$ cat src/verilog/amp_ctrl_regs.vh
// register offsets, field positions, reset values and counts of the amp control bank
`ifndef AMP_CTRL_REGS_VH
`define AMP_CTRL_REGS_VH

`define OFS_POWER_CONTROL 4'h0
`define OFS_GAIN_EDGE 4'h1
`define OFS_CONVERTER 4'h2
`define OFS_VOLUME 4'h3
`define OFS_PORT_A 4'h4
`define OFS_PORT_B 4'h5
`define OFS_SUPPLY 4'h6
`define OFS_LIMIT_A 4'h7
`define OFS_LIMIT_B 4'h8
`define OFS_LIMIT_C 4'h9
`define OFS_FLAGS 4'ha
`define OFS_FAULT 4'hb

`define RST_POWER_CONTROL 8'h81
`define RST_GAIN_EDGE 8'h01
`define RST_CONVERTER 8'h32
`define RST_VOLUME 8'h40
`define RST_PORT_A 8'h11
`define RST_PORT_B 8'h00
`define RST_LIMIT_A 8'ha4
`define RST_LIMIT_B 8'h51
`define RST_LIMIT_C 8'h22
`define RST_FAULT 8'h18

`define BIT_AUTO_SLEEP 7
`define BIT_BATT_SENSE_OFF 6
`define BIT_SOFT_RESET 1
`define BIT_GLOBAL_SLEEP 0
`define BIT_LOW_EMI 4
`define GAIN_MSB 1
`define GAIN_LSB 0
`define WR_MASK_POWER 8'hfd

`define ZERO_RUN_LEN 2048

`endif

$ cat src/verilog/zero_run_detect.v
// counter of consecutive zero audio samples with auto-sleep state
`timescale 1ns/10ps
`include "amp_ctrl_regs.vh"

module zero_run_detect #(
    parameter SAMPLE_W = 24,
    parameter RUN_LEN = `ZERO_RUN_LEN
) (
    input wire core_clk,
    input wire nrst,
    input wire clear,
    input wire enable,
    input wire sample_valid,
    input wire [SAMPLE_W-1:0] sample_data,
    output reg asleep
);
    localparam CW = 12;
    reg [CW-1:0] zero_count;

    // count zero samples, sleep after the run, wake on any nonzero one
    always @(posedge core_clk or negedge nrst)
    begin
        if (!nrst)
        begin
            zero_count <= {CW{1'b0}};
            asleep <= 1'b0;
        end
        else if (clear || !enable)
        begin
            zero_count <= {CW{1'b0}};
            asleep <= 1'b0;
        end
        else if (sample_valid)
        begin
            if (sample_data != {SAMPLE_W{1'b0}})
            begin
                zero_count <= {CW{1'b0}};
                asleep <= 1'b0;
            end
            else if (!asleep)
            begin
                if (zero_count == RUN_LEN[CW-1:0] - 1'b1)
                begin
                    zero_count <= {CW{1'b0}};
                    asleep <= 1'b1;
                end
                else
                begin
                    zero_count <= zero_count + 1'b1;
                end
            end
        end
    end
endmodule // zero_run_detect

$ cat src/verilog/amp_control_register_bank.v
// control and status register bank of the mono digital-input amplifier
`timescale 1ns/10ps
`include "amp_ctrl_regs.vh"

module amp_control_register_bank #(
    parameter SAMPLE_W = 24,
    parameter RUN_LEN = `ZERO_RUN_LEN
) (
    input wire core_clk,
    input wire nrst,
    input wire reg_wr,
    input wire reg_rd,
    input wire [3:0] reg_addr,
    input wire [7:0] reg_wdata,
    output reg [7:0] reg_rdata,
    output reg reg_rvalid,
    input wire sample_valid,
    input wire [SAMPLE_W-1:0] sample_data,
    input wire [7:0] supply_voltage,
    input wire [7:0] fault_status,
    output reg blocks_sleep,
    output reg auto_asleep,
    output reg battery_sense_on,
    output reg low_emi_edges,
    output reg [1:0] output_gain_range,
    output reg soft_reset_pulse,
    output reg [7:0] converter_ctl,
    output reg [7:0] volume_ctl,
    output reg [7:0] port_ctl_a,
    output reg [7:0] port_ctl_b,
    output reg [7:0] limit_ctl_a,
    output reg [7:0] limit_ctl_b,
    output reg [7:0] limit_ctl_c,
    output reg [7:0] fault_ctl
);
    reg [7:0] power_control;
    reg [7:0] gain_and_edge_control;
    reg [7:0] converter_control;
    reg [7:0] digital_volume;
    reg [7:0] audio_port_control_a;
    reg [7:0] audio_port_control_b;
    reg [7:0] level_limit_control_a;
    reg [7:0] level_limit_control_b;
    reg [7:0] level_limit_control_c;
    reg [7:0] fault_recovery_control;
    reg soft_reset;
    reg [7:0] next_rdata;
    wire asleep;
    wire soft_reset_req;
    wire [11:0] wr_sel;

    // soft reset request comes from a power register write with bit 1 set
    assign soft_reset_req = reg_wr && (reg_addr == `OFS_POWER_CONTROL)
        && reg_wdata[`BIT_SOFT_RESET];

    // zero-sample run detection, cleared on soft reset or while auto-sleep (power bit 7) is off
    zero_run_detect #(
        .SAMPLE_W(SAMPLE_W),
        .RUN_LEN(RUN_LEN)
    ) u_zero_run (
        .core_clk(core_clk),
        .nrst(nrst),
        .clear(soft_reset),
        .enable(power_control[`BIT_AUTO_SLEEP]),
        .sample_valid(sample_valid),
        .sample_data(sample_data),
        .asleep(asleep)
    );

    // one-hot select of an offset; unmapped offsets shift out to zero
    function [11:0] offset_select;
        input [3:0] ofs;
        begin
            offset_select = 12'h001 << ofs;
        end
    endfunction

    // write strobe decoded; read-only offsets have no storage to hit
    assign wr_sel = reg_wr ? offset_select(reg_addr) : 12'h000;

    // soft reset strobe, high for the edge after the reset write
    always @(posedge core_clk or negedge nrst)
    begin
        if (!nrst)
            soft_reset <= 1'b0;
        else
            soft_reset <= soft_reset_req;
    end

    // power register; the soft reset bit is a strobe, never stored
    always @(posedge core_clk or negedge nrst)
    begin
        if (!nrst)
            power_control <= `RST_POWER_CONTROL;
        else if (soft_reset_req)
            power_control <= `RST_POWER_CONTROL;
        else if (wr_sel[`OFS_POWER_CONTROL])
            power_control <= reg_wdata & `WR_MASK_POWER;
    end

    // gain and edge rate register
    always @(posedge core_clk or negedge nrst)
    begin
        if (!nrst)
            gain_and_edge_control <= `RST_GAIN_EDGE;
        else if (soft_reset_req)
            gain_and_edge_control <= `RST_GAIN_EDGE;
        else if (wr_sel[`OFS_GAIN_EDGE])
            gain_and_edge_control <= reg_wdata;
    end

    // converter control register
    always @(posedge core_clk or negedge nrst)
    begin
        if (!nrst)
            converter_control <= `RST_CONVERTER;
        else if (soft_reset_req)
            converter_control <= `RST_CONVERTER;
        else if (wr_sel[`OFS_CONVERTER])
            converter_control <= reg_wdata;
    end

    // digital volume register
    always @(posedge core_clk or negedge nrst)
    begin
        if (!nrst)
            digital_volume <= `RST_VOLUME;
        else if (soft_reset_req)
            digital_volume <= `RST_VOLUME;
        else if (wr_sel[`OFS_VOLUME])
            digital_volume <= reg_wdata;
    end

    // first audio port register
    always @(posedge core_clk or negedge nrst)
    begin
        if (!nrst)
            audio_port_control_a <= `RST_PORT_A;
        else if (soft_reset_req)
            audio_port_control_a <= `RST_PORT_A;
        else if (wr_sel[`OFS_PORT_A])
            audio_port_control_a <= reg_wdata;
    end

    // second audio port register
    always @(posedge core_clk or negedge nrst)
    begin
        if (!nrst)
            audio_port_control_b <= `RST_PORT_B;
        else if (soft_reset_req)
            audio_port_control_b <= `RST_PORT_B;
        else if (wr_sel[`OFS_PORT_B])
            audio_port_control_b <= reg_wdata;
    end

    // first level limit register
    always @(posedge core_clk or negedge nrst)
    begin
        if (!nrst)
            level_limit_control_a <= `RST_LIMIT_A;
        else if (soft_reset_req)
            level_limit_control_a <= `RST_LIMIT_A;
        else if (wr_sel[`OFS_LIMIT_A])
            level_limit_control_a <= reg_wdata;
    end

    // second level limit register
    always @(posedge core_clk or negedge nrst)
    begin
        if (!nrst)
            level_limit_control_b <= `RST_LIMIT_B;
        else if (soft_reset_req)
            level_limit_control_b <= `RST_LIMIT_B;
        else if (wr_sel[`OFS_LIMIT_B])
            level_limit_control_b <= reg_wdata;
    end

    // third level limit register
    always @(posedge core_clk or negedge nrst)
    begin
        if (!nrst)
            level_limit_control_c <= `RST_LIMIT_C;
        else if (soft_reset_req)
            level_limit_control_c <= `RST_LIMIT_C;
        else if (wr_sel[`OFS_LIMIT_C])
            level_limit_control_c <= reg_wdata;
    end

    // fault recovery register
    always @(posedge core_clk or negedge nrst)
    begin
        if (!nrst)
            fault_recovery_control <= `RST_FAULT;
        else if (soft_reset_req)
            fault_recovery_control <= `RST_FAULT;
        else if (wr_sel[`OFS_FAULT])
            fault_recovery_control <= reg_wdata;
    end

    // read mux; soft reset bit reads zero, status registers show inputs
    always @*
    begin
        case (reg_addr)
            `OFS_POWER_CONTROL: next_rdata = power_control;
            `OFS_GAIN_EDGE: next_rdata = gain_and_edge_control;
            `OFS_CONVERTER: next_rdata = converter_control;
            `OFS_VOLUME: next_rdata = digital_volume;
            `OFS_PORT_A: next_rdata = audio_port_control_a;
            `OFS_PORT_B: next_rdata = audio_port_control_b;
            `OFS_SUPPLY: next_rdata = supply_voltage;
            `OFS_LIMIT_A: next_rdata = level_limit_control_a;
            `OFS_LIMIT_B: next_rdata = level_limit_control_b;
            `OFS_LIMIT_C: next_rdata = level_limit_control_c;
            `OFS_FLAGS: next_rdata = fault_status;
            `OFS_FAULT: next_rdata = fault_recovery_control;
            default: next_rdata = 8'h00;
        endcase
    end

    // registered read answer, one cycle after the request
    always @(posedge core_clk or negedge nrst)
    begin
        if (!nrst)
        begin
            reg_rdata <= 8'h00;
            reg_rvalid <= 1'b0;
        end
        else
        begin
            reg_rvalid <= reg_rd;
            if (reg_rd)
            begin
                reg_rdata <= next_rdata;
            end
        end
    end

    // power state outputs toward the analog and audio blocks
    always @(posedge core_clk or negedge nrst)
    begin
        if (!nrst)
        begin
            blocks_sleep <= 1'b1;
            auto_asleep <= 1'b0;
            battery_sense_on <= 1'b0;
            soft_reset_pulse <= 1'b0;
        end
        else
        begin
            blocks_sleep <= power_control[`BIT_GLOBAL_SLEEP] | asleep;
            auto_asleep <= asleep;
            battery_sense_on <= ~power_control[`BIT_BATT_SENSE_OFF]
                & ~power_control[`BIT_GLOBAL_SLEEP];
            soft_reset_pulse <= soft_reset;
        end
    end

    // power stage edge rate and full-scale gain selection
    always @(posedge core_clk or negedge nrst)
    begin
        if (!nrst)
        begin
            low_emi_edges <= 1'b0;
            output_gain_range <= 2'h1;
        end
        else
        begin
            low_emi_edges <= gain_and_edge_control[`BIT_LOW_EMI];
            output_gain_range <=
                gain_and_edge_control[`GAIN_MSB:`GAIN_LSB];
        end
    end

    // copies of the plain control registers for the audio path
    always @(posedge core_clk or negedge nrst)
    begin
        if (!nrst)
        begin
            converter_ctl <= `RST_CONVERTER;
            volume_ctl <= `RST_VOLUME;
            port_ctl_a <= `RST_PORT_A;
            port_ctl_b <= `RST_PORT_B;
            limit_ctl_a <= `RST_LIMIT_A;
            limit_ctl_b <= `RST_LIMIT_B;
            limit_ctl_c <= `RST_LIMIT_C;
            fault_ctl <= `RST_FAULT;
        end
        else
        begin
            converter_ctl <= converter_control;
            volume_ctl <= digital_volume;
            port_ctl_a <= audio_port_control_a;
            port_ctl_b <= audio_port_control_b;
            limit_ctl_a <= level_limit_control_a;
            limit_ctl_b <= level_limit_control_b;
            limit_ctl_c <= level_limit_control_c;
            fault_ctl <= fault_recovery_control;
        end
    end
endmodule // amp_control_register_bank

$ cat config.mk
export PLATFORM = sky130hd
export DESIGN_NAME = amp_control_register_bank
export DESIGN_NICKNAME = d
export VERILOG_FILES = /design/src/verilog/zero_run_detect.v /design/src/verilog/amp_control_register_bank.v
export VERILOG_INCLUDE_DIRS = /design/src /design/src/verilog
export SDC_FILE = /design/constraint.sdc
export NUM_CORES = 1
export LEC_CHECK = 0
export BUFFER_PORTS_ARGS = -buffer_cell sky130_fd_sc_hd__buf_2
export CAP_MARGIN = 20
export CORE_MARGIN = 5
export CORE_UTILIZATION = 45
export DETAILED_ROUTE_END_ITERATION = 8
export PLACE_DENSITY = 0.73
export SYNTH_ARGS = -nofsm -noshare
export SYNTH_HDL_FRONTEND = slang
export SYNTH_SLANG_ARGS = --single-unit
$ cat constraint.sdc
create_clock -name core_clk -period 2.02 [get_ports core_clk]
set_input_delay 0.202 -clock core_clk [delete_from_list [all_inputs] [get_ports core_clk]]
set_output_delay 0.202 -clock core_clk [all_outputs]
set_load 0.03 [all_outputs]
# Word-level counts from Yosys, hierarchy flattened
# Cells that the tools add are included.
# W data, S select, Z words.
[word_totals]
word_cells = 98
out_inout_bits = 80
reg_bits = 174
[classes]
n_reduce_logical = 18
n_shift = 1
add_sub_neg = 1
eq_ne = 13
bitwise = 4
n_mux = 32
[ops]
columns = ["op", "count"]
rows = [
  ["$mux W8", 20],
  ["$pmux W8 S12", 1],
  ["$mux W12", 6],
  ["$reduce_bool A24 Y1", 1],
  ["$reduce_bool A2 Y1", 11],
  ["$eq A4 B3 Y1 const B", 4],
  ["$eq A4 B4 Y1 const B", 4],
  ["$add A12 B1 Y12 const B", 1],
  ["$eq A12 B11 Y1 const B", 1],
  ["$shl A1 B4 Y12 const A", 1],
  ["$eq A4 B2 Y1 const B", 2],
  ["$mux W1", 5],
  ["$eq A4 B1 Y1 const B", 1],
  ["$logic_not A4 Y1", 1],
  ["$ne A3 B3 Y1 const B", 1],
  ["$logic_and A1 B1 Y1", 2],
  ["$not A1 Y1", 2],
  ["$reduce_and A2 Y1", 1],
  ["$and A1 B1 Y1", 1],
  ["$logic_not A1 Y1", 1],
  ["$logic_or A1 B1 Y1", 1],
  ["$or A1 B1 Y1", 1],
]

# Depth between registers and ports, before layout
[logic_depth]
depth_word = 6
ltp_mapped = 9
depth_no_buf = 6

# Cells and area by module
# Synthesis repeated with hierarchy kept, for this count alone.
[hier_totals]
hier_cells = 620
area_unflattened_um2 = 7354.6
[by_module_without_submodules]
columns = ["module", "area_per_inst_um2", "seq_area_each_um2", "n_inst", "cells_per_inst"]
rows = [
  ["amp_control_register_bank", 6467.5, 4050.1, 1, 534],
  ["zero_run_detect", 887.1, 325.3, 1, 86],
]

# Worst setup path before layout
# OpenSTA, ideal clock, no wires.
[synth_path]
path_type = "register -> register"
from = "register power_control[7]"
to = "register u_zero_run.zero_count[2]"
path_stages_with_launch = 7
period_less_slack_ns = 1.780
path_buffers = 1
setup_slack_ns = 0.240
arrival_time_ns = 1.646
setup_time_ns = 0.134
required_time_ns = 1.886
path_cell_list = "dfstp_2 > nor4b_4 > nand4_2 > o31ai_2 > buf_6 > mux2i_1 > nor3_2"
[synth_between]
elab_chain_len = 4
[synth_rtl]
columns = ["item", "line_no", "text"]
rows = [
  ["start: declaration", "amp_control_register_bank.v:36", "reg [7:0] power_control;"],
  ["start signal: assignment", "amp_control_register_bank.v:94", "power_control <= `RST_POWER_CONTROL;"],
  ["start signal: assignment", "amp_control_register_bank.v:96", "power_control <= `RST_POWER_CONTROL;"],
  ["start signal: assignment", "amp_control_register_bank.v:98", "power_control <= reg_wdata & `WR_MASK_POWER;"],
  ["$logic_not A1 Y1 (*)", "zero_run_detect.v:28", "else if (clear || !enable)"],
  ["$logic_or A1 B1 Y1 (*)", "zero_run_detect.v:28", ""],
  ["$ne A3 B3 Y1 (no line) / $reduce_bool A2 Y1 (equally long branches)", "-", ""],
  ["$reduce_and A2 Y1 (no line)", "-", ""],
  ["end signal: assignment", "zero_run_detect.v:25", "zero_count <= {CW{1'b0}};"],
  ["end signal: assignment", "zero_run_detect.v:30", "zero_count <= {CW{1'b0}};"],
  ["end signal: assignment", "zero_run_detect.v:37", "zero_count <= {CW{1'b0}};"],
  ["end: declaration", "zero_run_detect.v:18", "reg [CW-1:0] zero_count;"],
]
# Mark *: on every way between the ends. The rest lies on a longest branch, timed or not.
# A chain may end at the register's enable or synchronous reset.

# Final worst setup path
[layout_path]
from = "register power_control[7]"
to = "register u_zero_run.zero_count[6]"
# Same word-level chain as after synthesis.

==> results.tsv <==
stage	metric	value	unit
status	outcome	finished, final reports clean	
cts	clk slew on worst S/H paths	0.06	ns
timing	clock skew	0.01261	ns
timing	RSZ-0062 raised after global routing	false	
finish	post-layout util	0.5659	
worst_setup_path	critical path data required time	2.36	ns
detailed_routing	post-route ant nets	0	
finish	max FFs per register	12	
pwr	logic gate share of total power	0.195	
finish	ratio of cells with drive above 1 in the final layout	0.3100	
pwr	NetSw	3.117	mW
detailed_routing	DR WL/cell	20.10	um
synth	Seq cells post-synth	173	
pwr	Peak VDD IR	0.6207	mV
synth	most frequent cells after synthesis	nand2_1, dfrtp_1, a21oi_1	
grt	vias in the first global route	5897	
detailed_routing	via count	5958	
timing	fin worst setup slack	0.1341	ns
finish	nets	887	
timing	Tightest Pin Transition	0.5752	ns
die	Starting Density	0.4539	
synth	Post-synth EDFFs	0	
timing	Fmax achieved	530.3	MHz
pwr	switch share	0.3090	
timing	final setup violation count	0	
die	core area	0.01571	mm2
finish	antenna diode instance count	0	
grt	pin count of the biggest net entering global routing	54	
timing	final setup TNS	0	ns
synth	most used flip-flop cell after synthesis	dfrtp_1	
synth	Seq/Total Area, Yosys	0.6135	
cts	clk_lat worst skew	0.43	ns
worst_setup_path	critical path class	register to register	
synth	most common cell in the netlist	nand2_1	
worst_setup_path	Worst Setup Start Kind	register	
placed_design	port buffer count	136	
placed_design	Placer Congestion	0.9622	
timing	max-slew violation count	0	
worst_setup_path	Setup crit end kind	register	
synth	syn_nets	730	
hold_path	hold crit path type	input pin to register	
timing	Final min period	1.886	ns
cts	# Post-CTS Setup Buffers	0	
synth	ys async rst share	1.000	
synth	Post-Syn Area per Cell	10.61	um2
detailed_routing	detailed-route DRC error count	0	
die	full die area	0.01847	mm2
placed_design	pre-CTS setup slack	0.1596	ns
die	width of the die	135.9	um
cts	TritonCTS clock tree	built	
worst_setup_path	worst path arrival time	2.23	ns
synth	Mapped Cells	672	
die	DIE HEIGHT	135.9	um
finish	Area Growth Syn to Fin	24.67	%
cts	clk sinks	173	
timing	fin crit share	0.9336	
pwr	proportion of power drawn by the clock network	0.341	
synth	synthesized area	0.007132	mm2
grt	Total Routing Usage GR	0.2366	
placed_design	Post-DP HPWL	15.13	mm
worst_setup_path	crit path max fanout	5	
pwr	leakage dissipation	4.090	nW
cts	root buffer cell	clkbuf_16	
timing	final hold vios	0	
grt	antenna violations before repair	1	
detailed_routing	drt first pass iters	5	
placed_design	placed cell count	1024	
synth	library cells used by synthesis	62	
detailed_routing	WL final	21.26	mm
finish	final cell count without fillers	1058	
pwr	pwr dens	1135	mW/mm2
cts	Clock Tree Buf Depth	2	
die	row count	46	
run	MaxCap Viol Count	0	
synth	warnings from Yosys	0	
die	Top-Level Pins	137	
pwr	Power Internal	6.972	mW
detailed_routing	vias per cell	5.631	
pwr	Flop pwr share	0.464	
cts	post_cts resized	0	
synth	top post-synthesis cells by area	dfrtp_1, dfstp_2, nand2_1, a21oi_1, mux2i_1	
grt	Congestion Overflow GR	0	
cts	CTS buffer count	17	
timing	hold slack	0.1132	ns
synth	post-synth top area cell	dfrtp_1	
synth	post-synth top area share	0.4772	
finish	most flop-heavy register	u_zero_run.zero_count	
cts	# H-tree levels	4	
timing	Rel. slew slack	0.6165	
grt	first-pass GRT wire length	33.14	mm
detailed_routing	DR iter-0 viols	616	
-- per-layer routing --
metal / global-route usage / up-vias / part of all wire
met5: 0 / - / 0.00061
met4: 0.08175 / 2 / 0.023
met3: 0.05477 / 40 / 0.092
met2: 0.3626 / 310 / 0.47
met1: 0.3341 / 2929 / 0.42
li1: - / 2677 / -
-- cell families after synthesis --
| family | after synthesis | share of synthesized area |
|---|---|---|
| adders and majority gates | 1 | 0.001754 |
| DFF | 173 | 0.6135 |
| and+or+nand+nor | 284 | 0.1872 |
| AOI/OAI and AO/OA | 146 | 0.1309 |
| buffers and inverters | 44 | 0.02860 |
| muxes | 24 | 0.03807 |
-- layout make-up --
class                   instances  area [um2]
clock buffers                  21       450.4
well taps                     216       270.3
inverters                      10       37.54
multi-input cells             455        2552
fillers                      1346        6822
repair buffers                172        1037
flip-flops and latches        173        4375
clock inverters                11       167.7
-- worst max-delay path: stages, from the launching register on --
cell     delay (ns)
dfstp_2        0.56
nor4b_4        0.22
nand4_2        0.20
or2_0          0.28
or4_1          0.47
o21ai_0        0.08
-- power groups by stage --
stage	Sequential [mW]	Combinational [mW]	Clock, mW
after floorplan	5.23	0.625	0
after global placement	4.73	1.94	0
after detailed placement	4.73	1.96	0
after CTS	4.69	1.97	3.48
after global routing	4.75	2.11	3.62
final	4.68	1.96	3.44
-- worst paths after layout --
kind / startpoint / endpoint / slack [ns] / depth (start not counted)
worst min-delay path: reg_wdata[1] / power_control[7]$_DFFE_PN1P_ / 0.11 / 3
min in group asynchronous: nrst / limit_ctl_b[2]$_DFF_PN0_ / 0.30 / 2
worst max register to register: power_control[7]$_DFFE_PN1P_ / u_zero_run.zero_count[6]$_DFFE_PN0P_ / 0.13 / 5
worst max-delay path: power_control[7]$_DFFE_PN1P_ / u_zero_run.zero_count[6]$_DFFE_PN0P_ / 0.13 / 5
worst min register to register: level_limit_control_b[0]$_DFFE_PN1P_ / limit_ctl_b[0]$_DFF_PN1_ / 0.38 / 0
max in group asynchronous: nrst / fault_ctl[3]$_DFF_PN1_ / 1.03 / 3
-- cells in the final DEF, fill, tap and decap left out, types with 10 or more instances in the layout --
cell / count
nor2_1: 37
inv_1: 10
o21ai_0: 25
nand2_1: 152
dfrtp_1: 136
mux2i_1: 17
dfstp_2: 37
a22oi_1: 11
a21oi_1: 57
clkbuf_16: 17
buf_2: 135
nand3_1: 32
buf_4: 28
-- through the flow --
step | total power, mW | cell area, um2
3_5_place_dp | 6.696 | 8253
4_1_cts | 10.14 | 8891
5_1_grt | 10.49 | 8891
6_report | 10.09 | 8891
3_3_place_gp | 6.672 | 8253
2_1_floorplan | 5.856 | 7132
-- repair_timing --
| action | 4_1_cts | 5_1_grt |
|---|---|---|
| hold buffers | 2 | 0 |
| setup endpoints to repair | 0 | 0 |
| endpoints found under the hold margin | 34 | 0 |
(Power assumes the default switching activity.)
